[src/include/wake_event_pkg.sv]
// package: register offsets, field positions and reset values of the wake event block
package wake_event_pkg;
   localparam logic [7:0] ADDR_STATUS      = 8'hF4;
   localparam logic [7:0] ADDR_EN_SERIAL   = 8'hF5;
   localparam logic [7:0] ADDR_EN_LEGACY   = 8'hF6;
   localparam logic [7:0] ADDR_EN_RING     = 8'hF7;
   localparam logic [7:0] ADDR_BATTERY     = 8'hF8;
   localparam logic [7:0] ADDR_GLOBAL      = 8'hE0;
   localparam logic [7:0] ADDR_IRQ_STATUS  = 8'hE1;
   localparam logic [7:0] ADDR_IRQ_MASK    = 8'hE2;
   localparam logic [7:0] RESET_VALUE      = 8'h00;
   // implemented bits of the status register and the serial enable register
   localparam logic [7:0] STATUS_MASK      = 8'hFC;
   localparam logic [7:0] EN_SERIAL_MASK   = 8'hF0;
   // status bit positions
   localparam int BIT_SERIAL_C = 7;
   localparam int BIT_SERIAL_D = 6;
   localparam int BIT_SERIAL_E = 5;
   localparam int BIT_SERIAL_F = 4;
   localparam int BIT_HWMON    = 3;
   localparam int BIT_WATCHDOG = 2;
   // legacy enable positions
   localparam int BIT_KBMS_PASSWORD = 7;
   localparam int BIT_EN_RING_A     = 6;
   localparam int BIT_EN_MOUSE      = 5;
   localparam int BIT_EN_KEYBOARD   = 4;
   localparam int BIT_EN_PARALLEL   = 3;
   localparam int BIT_EN_FLOPPY     = 2;
   localparam int BIT_EN_SERIAL_A   = 1;
   localparam int BIT_EN_SERIAL_B   = 0;
   // ring and misc enable positions
   localparam int BIT_EN_RING_C     = 7;
   localparam int BIT_EN_RING_D     = 6;
   localparam int BIT_EN_RING_E     = 5;
   localparam int BIT_EN_INFRARED   = 4;
   localparam int BIT_EN_HWMON      = 3;
   localparam int BIT_EN_WATCHDOG   = 2;
   localparam int BIT_EN_RING_F     = 1;
   localparam int BIT_EN_RING_B     = 0;
   // interrupt status bits
   localparam int IRQ_BIT_EVENT     = 0;
   localparam int IRQ_BIT_WAKE      = 1;
   localparam logic [7:0] IRQ_MASK_BITS = 8'h03;
endpackage

[src/design/wake_event_status_enable.sv]
// wake event status latching, enable gating and software register port
//
// Implementation choice: the address-and-strobe port.
`timescale 1ns/10ps
//////////////////////////////////////////////////////////////////////////////
// What this block does
// - status F4 bits 7-4 latch serial C-F
// - status F4 bit 3 latches hardware monitor
// - bit 2 latches watchdog; bits 1-0 reserved
// - write one clears status; read shows status
// - F5 bits 7-4 enable serial C-F wake
// - F6 bit 7 enables keyboard/mouse password interrupt
// - F6 bits 6-0 enable legacy wake sources
// - F7 bits 7-0 enable ring/misc wake sources
// - F4-F7 reset to zero by standby reset
// - F8 battery nibbles reset by battery reset
// - global enable gates all wake signalling
//////////////////////////////////////////////////////////////////////////////
module wake_event_status_enable (
   // clock and resets
   input  wire logic        i_clock,
   input  wire logic        i_arst_n,
   input  wire logic        i_battery_arst_n,
   // register port
   input  wire logic [7:0]  i_address,
   input  wire logic [7:0]  i_write_data,
   input  wire logic        i_write,
   input  wire logic        i_read,
   output logic      [7:0]  o_read_data,
   // event sources latched in the status register
   input  wire logic        i_serial_port_c_irq,
   input  wire logic        i_serial_port_d_irq,
   input  wire logic        i_serial_port_e_irq,
   input  wire logic        i_serial_port_f_irq,
   input  wire logic        i_hardware_monitor_irq,
   input  wire logic        i_watchdog_one_event,
   // status bits of sources held elsewhere, one per enable, already latched
   input  wire logic [7:0]  i_legacy_status,
   input  wire logic [7:0]  i_ring_misc_status,
   // outputs
   output logic             o_wake_event,
   output logic             o_kbms_password_enable,
   output logic [7:0]       o_battery_config,
   output logic             o_irq
);

   //////////////////////////////////////////////////////////////////////////
   // legacy enables that gate wake; bit 7 steers the password interrupt only
   localparam logic [7:0] LEGACY_WAKE_BITS = ~(8'h01 << wake_event_pkg::BIT_KBMS_PASSWORD);

   // software registers
   logic [7:0] wake_event_status_b;
   logic [7:0] wake_enable_serial_hi;
   logic [7:0] wake_enable_legacy;
   logic [7:0] wake_enable_ring_misc;
   logic [7:0] battery_backed_config;
   logic       global_wake_enable;
   logic [7:0] irq_status;
   logic [7:0] irq_mask;
   // write decode, one hit per register
   logic       hit_status;
   logic       hit_en_serial;
   logic       hit_en_legacy;
   logic       hit_en_ring;
   logic       hit_battery;
   logic       hit_global;
   logic       hit_irq_status;
   logic       hit_irq_mask;
   // events and next values
   logic [7:0] event_in;
   logic [7:0] next_status;
   logic       new_event;
   logic       wake_serial;
   logic       wake_misc;
   logic       wake_legacy;
   logic       wake_ring;
   logic       next_wake;
   logic       wake_previous;
   logic [7:0] irq_event;
   logic [7:0] next_irq_status;
   logic [7:0] next_read_data;

   //////////////////////////////////////////////////////////////////////////
   // true when the strobe is high and the address selects the target register
   function automatic logic is_write(input logic [7:0] address, input logic [7:0] target, input logic strobe);
      return strobe && (address == target);
   endfunction

   // true when any status bit has its enable bit set
   function automatic logic any_enabled(input logic [7:0] status, input logic [7:0] enable);
      return |(status & enable);
   endfunction

   // write one to clear; a set in the same cycle wins so that no event is lost
   function automatic logic [7:0] clear_then_set(input logic [7:0] current, input logic [7:0] clear_bits,
                                                 input logic hit, input logic [7:0] set_bits);
      logic [7:0] kept;
      kept = hit ? (current & ~clear_bits) : current;
      return kept | set_bits;
   endfunction

   //////////////////////////////////////////////////////////////////////////
   // write decode
   always_comb begin
      hit_status     = is_write(i_address, wake_event_pkg::ADDR_STATUS, i_write);
      hit_en_serial  = is_write(i_address, wake_event_pkg::ADDR_EN_SERIAL, i_write);
      hit_en_legacy  = is_write(i_address, wake_event_pkg::ADDR_EN_LEGACY, i_write);
      hit_en_ring    = is_write(i_address, wake_event_pkg::ADDR_EN_RING, i_write);
      hit_battery    = is_write(i_address, wake_event_pkg::ADDR_BATTERY, i_write);
      hit_global     = is_write(i_address, wake_event_pkg::ADDR_GLOBAL, i_write);
      hit_irq_status = is_write(i_address, wake_event_pkg::ADDR_IRQ_STATUS, i_write);
      hit_irq_mask   = is_write(i_address, wake_event_pkg::ADDR_IRQ_MASK, i_write);
   end

   //////////////////////////////////////////////////////////////////////////
   // status register, standby well
   // sources are levels; a bit keeps setting while its source stays high
   always_comb begin
      event_in = wake_event_pkg::RESET_VALUE;
      event_in[wake_event_pkg::BIT_SERIAL_C] = i_serial_port_c_irq;
      event_in[wake_event_pkg::BIT_SERIAL_D] = i_serial_port_d_irq;
      event_in[wake_event_pkg::BIT_SERIAL_E] = i_serial_port_e_irq;
      event_in[wake_event_pkg::BIT_SERIAL_F] = i_serial_port_f_irq;
      event_in[wake_event_pkg::BIT_HWMON]    = i_hardware_monitor_irq;
      event_in[wake_event_pkg::BIT_WATCHDOG] = i_watchdog_one_event;
   end

   always_comb begin
      next_status = clear_then_set(wake_event_status_b, i_write_data, hit_status, event_in) &
                    wake_event_pkg::STATUS_MASK;
      new_event   = |(event_in & ~wake_event_status_b);
   end

   // the standby resume reset is the only reset of this well
   always_ff @(posedge i_clock or negedge i_arst_n) begin
      if (!i_arst_n) begin
         wake_event_status_b <= wake_event_pkg::RESET_VALUE;
      end else begin
         wake_event_status_b <= next_status;
      end
   end

   //////////////////////////////////////////////////////////////////////////
   // enable registers, standby well
   always_ff @(posedge i_clock or negedge i_arst_n) begin
      if (!i_arst_n) begin
         wake_enable_serial_hi <= wake_event_pkg::RESET_VALUE;
      end else if (hit_en_serial) begin
         wake_enable_serial_hi <= i_write_data & wake_event_pkg::EN_SERIAL_MASK;
      end
   end

   always_ff @(posedge i_clock or negedge i_arst_n) begin
      if (!i_arst_n) begin
         wake_enable_legacy <= wake_event_pkg::RESET_VALUE;
      end else if (hit_en_legacy) begin
         wake_enable_legacy <= i_write_data;
      end
   end

   always_ff @(posedge i_clock or negedge i_arst_n) begin
      if (!i_arst_n) begin
         wake_enable_ring_misc <= wake_event_pkg::RESET_VALUE;
      end else if (hit_en_ring) begin
         wake_enable_ring_misc <= i_write_data;
      end
   end

   // the global enable and the interrupt mask are this block's own, also in the standby well
   always_ff @(posedge i_clock or negedge i_arst_n) begin
      if (!i_arst_n) begin
         global_wake_enable <= 1'b0;
      end else if (hit_global) begin
         global_wake_enable <= i_write_data[0];
      end
   end

   always_ff @(posedge i_clock or negedge i_arst_n) begin
      if (!i_arst_n) begin
         irq_mask <= wake_event_pkg::RESET_VALUE;
      end else if (hit_irq_mask) begin
         irq_mask <= i_write_data & wake_event_pkg::IRQ_MASK_BITS;
      end
   end

   //////////////////////////////////////////////////////////////////////////
   // battery well: only the battery reset returns the register, and its output copy, to zero
   always_ff @(posedge i_clock or negedge i_battery_arst_n) begin
      if (!i_battery_arst_n) begin
         battery_backed_config <= wake_event_pkg::RESET_VALUE;
         o_battery_config      <= wake_event_pkg::RESET_VALUE;
      end else begin
         o_battery_config <= battery_backed_config;
         if (hit_battery) begin
            battery_backed_config <= i_write_data;
         end
      end
   end

   //////////////////////////////////////////////////////////////////////////
   // wake output: legacy and ring/misc status arrive already latched from their own registers
   always_comb begin
      wake_serial = any_enabled(wake_event_status_b, wake_enable_serial_hi);
      wake_misc   = (wake_event_status_b[wake_event_pkg::BIT_HWMON] &&
                     wake_enable_ring_misc[wake_event_pkg::BIT_EN_HWMON]) ||
                    (wake_event_status_b[wake_event_pkg::BIT_WATCHDOG] &&
                     wake_enable_ring_misc[wake_event_pkg::BIT_EN_WATCHDOG]);
      wake_legacy = any_enabled(i_legacy_status, wake_enable_legacy & LEGACY_WAKE_BITS);
      wake_ring   = any_enabled(i_ring_misc_status, wake_enable_ring_misc);
      next_wake   = global_wake_enable && (wake_serial || wake_misc || wake_legacy || wake_ring);
   end

   // wake_previous marks the rising wake condition for the interrupt
   always_ff @(posedge i_clock or negedge i_arst_n) begin
      if (!i_arst_n) begin
         o_wake_event  <= 1'b0;
         wake_previous <= 1'b0;
      end else begin
         o_wake_event  <= next_wake;
         wake_previous <= next_wake;
      end
   end

   // registered copy of the password bit
   always_ff @(posedge i_clock or negedge i_arst_n) begin
      if (!i_arst_n) begin
         o_kbms_password_enable <= 1'b0;
      end else begin
         o_kbms_password_enable <= wake_enable_legacy[wake_event_pkg::BIT_KBMS_PASSWORD];
      end
   end

   //////////////////////////////////////////////////////////////////////////
   // interrupt: bit 0 any new status event, bit 1 rising wake condition
   always_comb begin
      irq_event = wake_event_pkg::RESET_VALUE;
      irq_event[wake_event_pkg::IRQ_BIT_EVENT] = new_event;
      irq_event[wake_event_pkg::IRQ_BIT_WAKE]  = next_wake && !wake_previous;
      next_irq_status = clear_then_set(irq_status, i_write_data, hit_irq_status, irq_event) &
                        wake_event_pkg::IRQ_MASK_BITS;
   end

   always_ff @(posedge i_clock or negedge i_arst_n) begin
      if (!i_arst_n) begin
         irq_status <= wake_event_pkg::RESET_VALUE;
      end else begin
         irq_status <= next_irq_status;
      end
   end

   // the level output lags the status by a cycle so that it leaves from a flip-flop
   always_ff @(posedge i_clock or negedge i_arst_n) begin
      if (!i_arst_n) begin
         o_irq <= 1'b0;
      end else begin
         o_irq <= any_enabled(irq_status, irq_mask);
      end
   end

   //////////////////////////////////////////////////////////////////////////
   // read port: unmapped addresses and idle cycles read as zero
   always_comb begin
      next_read_data = wake_event_pkg::RESET_VALUE;
      if (i_read) begin
         unique case (i_address)
            wake_event_pkg::ADDR_STATUS: begin
               next_read_data = wake_event_status_b;
            end
            wake_event_pkg::ADDR_EN_SERIAL: begin
               next_read_data = wake_enable_serial_hi;
            end
            wake_event_pkg::ADDR_EN_LEGACY: begin
               next_read_data = wake_enable_legacy;
            end
            wake_event_pkg::ADDR_EN_RING: begin
               next_read_data = wake_enable_ring_misc;
            end
            wake_event_pkg::ADDR_BATTERY: begin
               next_read_data = battery_backed_config;
            end
            wake_event_pkg::ADDR_GLOBAL: begin
               next_read_data = {7'h00, global_wake_enable};
            end
            wake_event_pkg::ADDR_IRQ_STATUS: begin
               next_read_data = irq_status;
            end
            wake_event_pkg::ADDR_IRQ_MASK: begin
               next_read_data = irq_mask;
            end
            default: begin
               next_read_data = wake_event_pkg::RESET_VALUE;
            end
         endcase
      end
   end

   // read data stand for exactly one cycle after the strobe
   always_ff @(posedge i_clock or negedge i_arst_n) begin
      if (!i_arst_n) begin
         o_read_data <= wake_event_pkg::RESET_VALUE;
      end else begin
         o_read_data <= next_read_data;
      end
   end

endmodule

[config.mk]
export PLATFORM = sky130hd
export DESIGN_NAME = wake_event_status_enable
export DESIGN_NICKNAME = d
export VERILOG_FILES = /design/src/include/wake_event_pkg.sv /design/src/design/wake_event_status_enable.sv
export SDC_FILE = /design/constraint.sdc
export NUM_CORES = 1
export LEC_CHECK = 0
export ABC_AREA = 1
export BUFFER_PORTS_ARGS = -buffer_cell sky130_fd_sc_hd__buf_2
export CORE_MARGIN = 1
export CORE_UTILIZATION = 50
export CTS_BUF_LIST = sky130_fd_sc_hd__clkbuf_4
export DETAILED_ROUTE_END_ITERATION = 8
export PLACE_DENSITY = 0.88
export SYNTH_ARGS = -nofsm -noshare
export SYNTH_HDL_FRONTEND = slang
export SYNTH_SLANG_ARGS = --single-unit
[constraint.sdc]
create_clock -name i_clock -period 1 [get_ports i_clock]
set_clock_uncertainty 0.05 [all_clocks]
set_input_delay 0.15 -clock i_clock [delete_from_list [all_inputs] [get_ports i_clock]]
set_output_delay 0.15 -clock i_clock [all_outputs]
set_load 0.01 [all_outputs]
## After elaboration in Yosys (flattened, before gate mapping)

Cells that the tools add are included.

- Bitwise operators: 11
- $add $sub $neg: 0
- Equal/unequal tests: 8
- Multipliers: 0
- Shifts and indexed selects: 0
- $lt $le $gt $ge: 0
- Reductions and logical operators: 22
- Mux-type cells: 4
- Div/mod/pow operators: 0

Operators with widths:

| operator | number |
|---|---|
| == test 8 bit (second input constant) | 8 |
| case mux 8 bit (8 select lines) | 1 |
| OR reduction 8 bit | 5 |
| AND 8 bit | 4 |
| two-way mux 8 bit | 2 |
| NOT 8 bit | 2 |
| logical AND 1 bit | 12 |
| AND 8 x 7 -> 8 bit | 1 |
| OR 8 bit | 1 |
| AND 2 bit | 2 |
| logical OR 1 bit | 4 |
| two-way mux 2 bit | 1 |
| OR 2 bit | 1 |
| logical NOT 1 bit | 1 |

- Memory bits (writable): 0
- Bits in latches: 0
- Memory bits (read-only): 0
- Word-level logic and storage cells: 58
- Bits in registers: 58
- Output and inout port bits: 19
- Memories kept: 0
- Input port bits: 43

## Logic depth before layout (Yosys ltp)

Gate-level depths: netlist of the first run.

- Word-level depth: 8
- Depth in mapped cells: 9
- Mapped depth without buffers: 9

## Least setup slack after synthesis of the first run

No wires, ideal clock.

- Path kind: input -> register
- Start: input port i_address[5]
- End: register wake_enable_serial_hi[4]
- Arrival: 953 ps
- Setup time: 119 ps
- Path slack: -121 ps
- Buffers on the path: 1
- Stages on the path: 7
- Required time: 831 ps
- Path through: nand2_1 > nor2_8 > buf_6 > nand2_1 > nor2_4 > nand2_1 > o21a_1

- Longest elaborated chain between the ends: 2

RTL lines:

| element | RTL line | RTL |
|---|---|---|
| start: declaration | wake_event_status_enable.sv:25 | `input wire logic [7:0] i_address,` |
| == test 8 bit | wake_event_status_enable.sv:86 | `return strobe && (address == target);` |
| logical AND 1 bit | wake_event_status_enable.sv:86 |  |
| end signal: assignment | wake_event_status_enable.sv:147 | `wake_enable_serial_hi <= wake_event_pkg::RESET_VALUE;` |
| end signal: assignment | wake_event_status_enable.sv:149 | `wake_enable_serial_hi <= i_write_data & wake_event_pkg::EN_SERIAL_MASK;` |
| end: declaration | wake_event_status_enable.sv:53 | `logic [7:0] wake_enable_serial_hi;` |

Every way passes these cells.
A chain may end at the register's enable or synchronous reset.

## Worst setup path after layout of the first run

- Start: register wake_enable_ring_misc[7]
- End: register irq_status[1]

- Longest elaborated chain between the ends: 6

RTL lines:

| element | RTL line | RTL |
|---|---|---|
| start: declaration | wake_event_status_enable.sv:55 | `logic [7:0] wake_enable_ring_misc;` |
| start signal: assignment | wake_event_status_enable.sv:163 | `wake_enable_ring_misc <= wake_event_pkg::RESET_VALUE;` |
| start signal: assignment | wake_event_status_enable.sv:165 | `wake_enable_ring_misc <= i_write_data;` |
| AND 8 bit | wake_event_status_enable.sv:91 | `return \|(status & enable);` |
| OR reduction 8 bit | wake_event_status_enable.sv:91 |  |
| logical OR 1 bit | wake_event_status_enable.sv:210 | `next_wake = global_wake_enable && (wake_serial \|\| wake_misc \|\| wake_legacy \|\| wake_ring);` |
| logical AND 1 bit | wake_event_status_enable.sv:210 |  |
| logical AND 1 bit | wake_event_status_enable.sv:238 | `irq_event[wake_event_pkg::IRQ_BIT_WAKE] = next_wake && !wake_previous;` |
| OR 2 bit | wake_event_status_enable.sv:99 | `return kept \| set_bits;` |
| via next_irq_status[1] | wake_event_status_enable.sv:80 | `logic [7:0] next_irq_status;` |
| end signal: assignment | wake_event_status_enable.sv:245 | `irq_status <= wake_event_pkg::RESET_VALUE;` |
| end signal: assignment | wake_event_status_enable.sv:247 | `irq_status <= next_irq_status;` |
| end: declaration | wake_event_status_enable.sv:58 | `logic [7:0] irq_status;` |

The timed path passes the listed nets, and every way through them passes these cells.

==> results of run 1 <==
how the worst max path moves through the flow:
| stage | to | slack (ns) |
|---|---|---|
| after floorplan | wake_enable_serial_hi[4] | -0.07 |
| after CTS | irq_status[1] | -0.19 |
| final | irq_status[1] | -0.29 |
| after detailed placement | wake_event_status_b[4] | -0.39 |
| after global routing | irq_status[1] | -0.33 |
| after global placement | wake_event_status_b[3] | -0.31 |
power breakdown:
group          internal (mW)  switching, mW
combinational          0.447          0.534
clock                   1.02          0.861
sequential              2.52          0.103
total                   3.99           1.50
state kept, by name, indices dropped and copies added, names as in the netlist, 2 cells and up:
signal and count:
wake_enable_ring_misc 8, battery_backed_config 8, o_read_data 8, irq_mask 2, o_battery_config 8, wake_event_status_b 6
irq_status 2, wake_enable_legacy 8, wake_enable_serial_hi 4
cell families (layout without fill, tap and decap cells):
kind of cell	Yosys count	in the layout	synth area share [%]
and+or+nand+nor	186	186	32.3
DFF	58	58	50.6
AOI/OAI and AO/OA	47	47	10.8
buffers and inverters	38	170	6.32
through the flow:
step / std cells / power (mW) / area (sq um)
floorplan: 329 / 3.03 / 2990
global route: 533 / 5.70 / 4240
finish: 533 / 5.49 / 4240
global placement: 502 / 3.46 / 3740
detailed placement: 502 / 3.50 / 3740
CTS: 529 / 5.40 / 4070
what timing repair did:
item / in CTS / in global routing
setup endpoints to repair: 30 / 36
hold buffers: 11 / 0
hold endpoints to repair: 67 / 0
pin swaps: 18 / 24
gates resized for setup: 14 / 37
buffers inserted: 2 / 6
worst reg2reg max path, delay by kind of cell (launching register included):
kind,cells,cell delay [ns]
simple gates,8,0.73
flops,1,0.40
layout by cell type (no fill, tap or decap), drive strengths merged, types with 3 or more instances in the layout:
cell type and count:
nand2 101, inv 32, dlygate4sd3 11, o21ai 14, o21a 27, buf 111, dfrtp 58, clkinv 3
nand3 39, o22ai 3, nor2 37, nand4 6, clkbuf 10
cell type report:
class / count / area (sq um) / area share, %
tap: 72 / 90.1 / 2.12
clock buffer: 10 / 75.1 / 1.77
sequential: 58 / 1450 / 34.2
timing repair buffer: 122 / 901 / 21.2
clock inverter: 6 / 81.3 / 1.92
inverter: 32 / 160 / 3.78
multi-input combinational: 233 / 1480 / 34.9
metal layers:
| metal | GRT usage, % | vias to the layer above | wire length [um] |
|---|---|---|---|
| li1 | - | 1330 | - |
| met1 | 34.8 | 1373 | 3320 |
| met2 | 43.7 | 216 | 4200 |
| met3 | 6.24 | 53 | 855 |
| met4 | 15.3 | 0 | 402 |
| met5 | 0 | - | 0 |
==> flow_summary_export.csv, run 1 <==
group,metric,value,unit
cells_and_area,final_util,77.0,%
setup_path,crit_buf_inv,0,
cells_and_area,drive_gt1_share,40.1,%
hold_path,min_to,"o_read_data[4]",
cts,htree_levels,3,
sta,setup_viol,30,
drt,vias_per_cell,5.58,
yosys,synth_most_common_cell,"nand2_1",
yosys,synth.avg_cell_area,8.72,sq um
sta,hold-worst-slack,0.0161,ns
floorplanning,fp.dieH,77.8,um
yosys,yosys_most_used_dff,"dfrtp_1",
global_routing,grtUsageTotal,27.5,%
sta,worstMarginPinSlew,0.361,ns
power,p_per_area,1290,nW/um^2
power,p_leak,2.24,nW
setup_path,crit_path_cell_trace,"nand2_1, nand2_1, nor2_2, nand2_1, nor2_2, nand2_1, nand3_1, nand2_1",
setup_path,r2r_cells,8,
setup_path,end_kind,"flop",
setup_path,crit_path_start_kind,"flop",
placed_design,gp_congestion,0.878,
setup_path,worstPathArrival,1.55,ns
yosys,synth_top_area_share,50.6,%
cts,cts_root_buffer,"clkbuf_4",
floorplanning,io_pins,62,
cells_and_area,synthToLayoutAreaGrowth,47.8,%
power,ir_worst_vdd,0.769,mV
drt,wl_per_cell,16.5,um
cells_and_area,antenna_cells,0,
yosys,synth_top_cell_by_area,"dfrtp_1",
cells_and_area,nets,499,
setup_path,reg2reg_slack,-0.29,ns
cts,numCtsBuffers,9,
drt,vias,2972,
hold_path,hp-start,"i_read",
cts,clkSinkCount,58,
yosys,synthTopCellsByArea,"dfrtp_1, nand2_1, o21a_1",
cts,clk_pin_slew,0.10,ns
sta,drv_slew,0,
setup_path,startpoint,"wake_enable_ring_misc[7]",
yosys,syn_area,2870,sq um
setup_path,reg2reg_to,"irq_status[1]",
floorplanning,start_util,52.1,%
floorplanning,die_w,77.8,um
drt,drc,0,
global_routing,globalRouteOverflowTotal,0,
sta,max_slew_margin,75.9,%
yosys,yosys_warnings,0,
global_routing,grt_max_degree,31,
drt,dr.pass1.iters,5,
yosys,ys_seq_area_share,50.6,%
global_routing,first_global_vias,2696,
sta,setup_tns,-3.07,ns
run,cap_violations,0,
setup_path,cpPeakStageDelay,0.40,ns
setup_path,cp_max_fo,2,
setup_path,reg2reg_from,"wake_enable_ring_misc[7]",
floorplanning,fp-row-count,27,
yosys,synth-seq-cells,58,
yosys,synthArstFlopShare,100,%
setup_path,crit_top_cell,"nand2_1",
placed_design,io_buffers,60,
drt,drt_iter0_drc,281,
sta,setup_ws,-0.291,ns
floorplanning,dieArea,6050,sq um
sta,fmax,775,MHz
yosys,synthDistinctLibCells,23,
cts,cts_tree,"yes",
sta,fin_crit,1.29,ns
sta,hold_violations,0,
hold_path,hold_path_depth,3,
cts,clockBufferDepth,2,
floorplanning,core,5510,sq um
yosys,synthCells,329,
placed_design,pre_cts_slack,-0.385,ns
drt,wl,8780,um
cells_and_area,nFillCells,306,
setup_path,path_class,"flop to flop",
placed_design,dp_hpwl,5660,um
setup_path,crit_cells,8,
yosys,synth_common_cells,"nand2_1, dfrtp_1, nand3_1",
global_routing,antenna_found_initial,0,
cts,clkLatencyLatePin,0.42,ns
setup_path,cpMaxStageDelayCell,"dfrtp_1",
status,violations,"setup timing",
setup_path,critical-path-top-delay-family,"simple AND/OR/NAND/NOR gates",
status,status,"finished, violations left",
drt,postRouteAntennaNets,0,
hold_path,hold_class,"primary input to flop",
sta,rsz0062_at_grt,"true",
global_routing,grt_pass1_wl,12400,um
sta,min_period_over_period,129,%
yosys,synth_edf_count,0,
setup_path,crit_required,1.26,ns
yosys,syn_nets,372,
Power figures use the tool's default switching activity.
==> inputs of run 2 (changes only) <==
--- a/config.mk
+++ b/config.mk
@@ -11,6 +11,7 @@
 export CORE_UTILIZATION = 50
 export CTS_BUF_LIST = sky130_fd_sc_hd__clkbuf_4
 export DETAILED_ROUTE_END_ITERATION = 8
+export HOLD_SLACK_MARGIN = 0.1
 export PLACE_DENSITY = 0.88
 export SYNTH_ARGS = -nofsm -noshare
 export SYNTH_HDL_FRONTEND = slang
==> flow_summary_export.csv, run 2 (synthesized netlist as in run 1, its figures left out) <==
group,metric,value,unit
setup_path,worstPathArrival,1.56,ns
cells_and_area,antenna_cells,0,
drt,postRouteAntennaNets,0,
cts,cts_tree,"yes",
setup_path,crit_path_cell_trace,"nand2_1, nand2_2, nor2_2, nand2_1, nor2_2, nand2_1, nand3_1, nand2_1",
sta,setup_viol,31,
cells_and_area,layout_common_cells,"nand2_1, buf_2, dfrtp_1, buf_4, o21a_1",
placed_design,gp_congestion,0.878,
setup_path,path_class,"flop to flop",
global_routing,grt_max_degree,31,
placed_design,placed_area,3740,sq um
global_routing,grt_util_met3,7.29,%
floorplanning,start_util,52.1,%
cells_and_area,final_cell_count_no_fill,539,
global_routing,met1_usage,36.2,%
setup_path,reg2reg_from,"wake_enable_legacy[5]",
cts,clockBufferDepth,2,
floorplanning,io_pins,62,
sta,drv_slew,0,
cells_and_area,nets,505,
drt,wl_per_cell,17.6,um
drt,drc,0,
hold_path,hold_class,"primary input to async pin",
sta,max_slew_margin,75.7,%
floorplanning,dieArea,6050,sq um
setup_path,reg2reg_to,"irq_status[1]",
power,ir_worst_vdd,0.854,mV
cts,clk_pin_slew,0.11,ns
sta,fmax,772,MHz
setup_path,r2r_cells,8,
cts,numCtsBuffers,9,
sta,hold-worst-slack,0.0855,ns
sta,setup_ws,-0.295,ns
global_routing,use_met2,45.6,%
power,p_per_area,1290,nW/um^2
drt,dr.pass1.iters,8,
placed_design,io_buffers,60,
sta,rsz0062_at_grt,"true",
status,violations,"setup timing",
status,status,"finished, violations left",
cts,clkSinkCount,58,
setup_path,cpMaxStageDelayCell,"dfrtp_1",
cts,cts_root_buffer,"clkbuf_4",
cts,clkLatencyLatePin,0.42,ns
drt,wl,9460,um
setup_path,cpPeakStageDelay,0.41,ns
setup_path,reg2reg_slack,-0.29,ns
sta,hold_violations,0,
global_routing,grt_pass1_wl,13000,um
sta,min_period_over_period,129,%
cells_and_area,multi_input_area,1490,sq um
cells_and_area,final_util,78.1,%
global_routing,globalRouteOverflowTotal,0,
cells_and_area,nFillCells,305,
cts,htree_levels,3,
cells_and_area,drive_gt1_share,39.6,%
power,finalPower,5.55,mW
global_routing,grtUsageTotal,28.8,%
floorplanning,fp-row-count,27,
drt,drt_iter0_drc,379,
global_routing,busiest_layer,"met2",
setup_path,end_kind,"flop",
setup_path,crit_path_start_kind,"flop",
setup_path,crit_top_cell,"nand2_1",
cells_and_area,final_design_area_no_fill,4300,sq um
drt,vias_per_cell,5.65,
setup_path,cp_max_fo,2,
drt,vias,3045,
sta,setup_tns,-3.27,ns
placed_design,pre_cts_slack,-0.385,ns
global_routing,antenna_found_initial,0,
placed_design,place_inst,502,
sta,worstMarginPinSlew,0.365,ns
floorplanning,fp.dieH,77.8,um
setup_path,crit_required,1.26,ns
cells_and_area,final-seq-area,1450,sq um
power,p_leak,2.26,nW
floorplanning,core,5510,sq um
floorplanning,die_w,77.8,um
run,cap_violations,0,
placed_design,dp_hpwl,5660,um
sta,fin_crit,1.29,ns
cells_and_area,synthToLayoutAreaGrowth,49.9,%
global_routing,first_global_vias,2739,
cells_and_area,final_common_cell,"nand2_1",
-- run 2: cell types whose count changed in the layout (fill, tap and decap cells not counted), moves of 2 or more --
cell / previous run / this run
buf_4: 34 / 36
buf_6: 12 / 10
dlygate4sd3_1: 11 / 17
nand2_1: 88 / 85
nand2_2: 3 / 5
nand3_1: 21 / 24
nand3_2: 16 / 12
o21ai_1: 7 / 5
-- run 2: where the power goes --
part	leakage (nW)	internal, mW	switching (mW)
Combinational	1.44	0.458	0.548
Sequential	0.743	2.52	0.110
Clock	0.0838	1.02	0.890
Total	2.26	4.00	1.55
-- run 2: per-layer routing --
layer | vias to the layer above | part of all wire (%)
li1 | 1341 | -
met1 | 1415 | 38
met2 | 224 | 48
met3 | 65 | 9.2
met4 | 0 | 5.4
met5 | - | 0
-- run 2: critical path: cells and delay by family (launching register included) --
family           cells  cell delay [ns]
DFF                  1             0.41
and+or+nand+nor      8             0.72
-- run 2: cell type report --
type | instances | area share, %
flip-flops and latches | 58 | 33.8
well taps | 72 | 2.09
clock inverters | 6 | 1.89
inverters | 32 | 3.72
clock buffers | 10 | 1.75
multi-input cells | 233 | 34.6
repair buffers | 128 | 22.2
-- run 2: worst max-delay path by stage --
stage	startpoint	endpoint	slack, ns	cells past startpoint
CTS	wake_enable_ring_misc[3]	irq_status[1]	-0.19	8
global route	wake_enable_legacy[0]	irq_status[1]	-0.40	8
finish	wake_enable_legacy[5]	irq_status[1]	-0.29	8
floorplan	i_address[5]	wake_enable_serial_hi[4]	-0.07	7
global placement	i_address[3]	wake_event_status_b[3]	-0.31	9
detailed placement	i_address[3]	wake_event_status_b[4]	-0.39	9
-- run 2: timing repair --
item / in CTS / in global routing
gates cloned: 0 / 0
gates resized for setup: 14 / 36
setup endpoints to repair: 30 / 34
pin swaps: 18 / 22
buffers inserted: 2 / 6
hold buffers: 17 / 0
endpoints found under the hold margin: 102 / 0
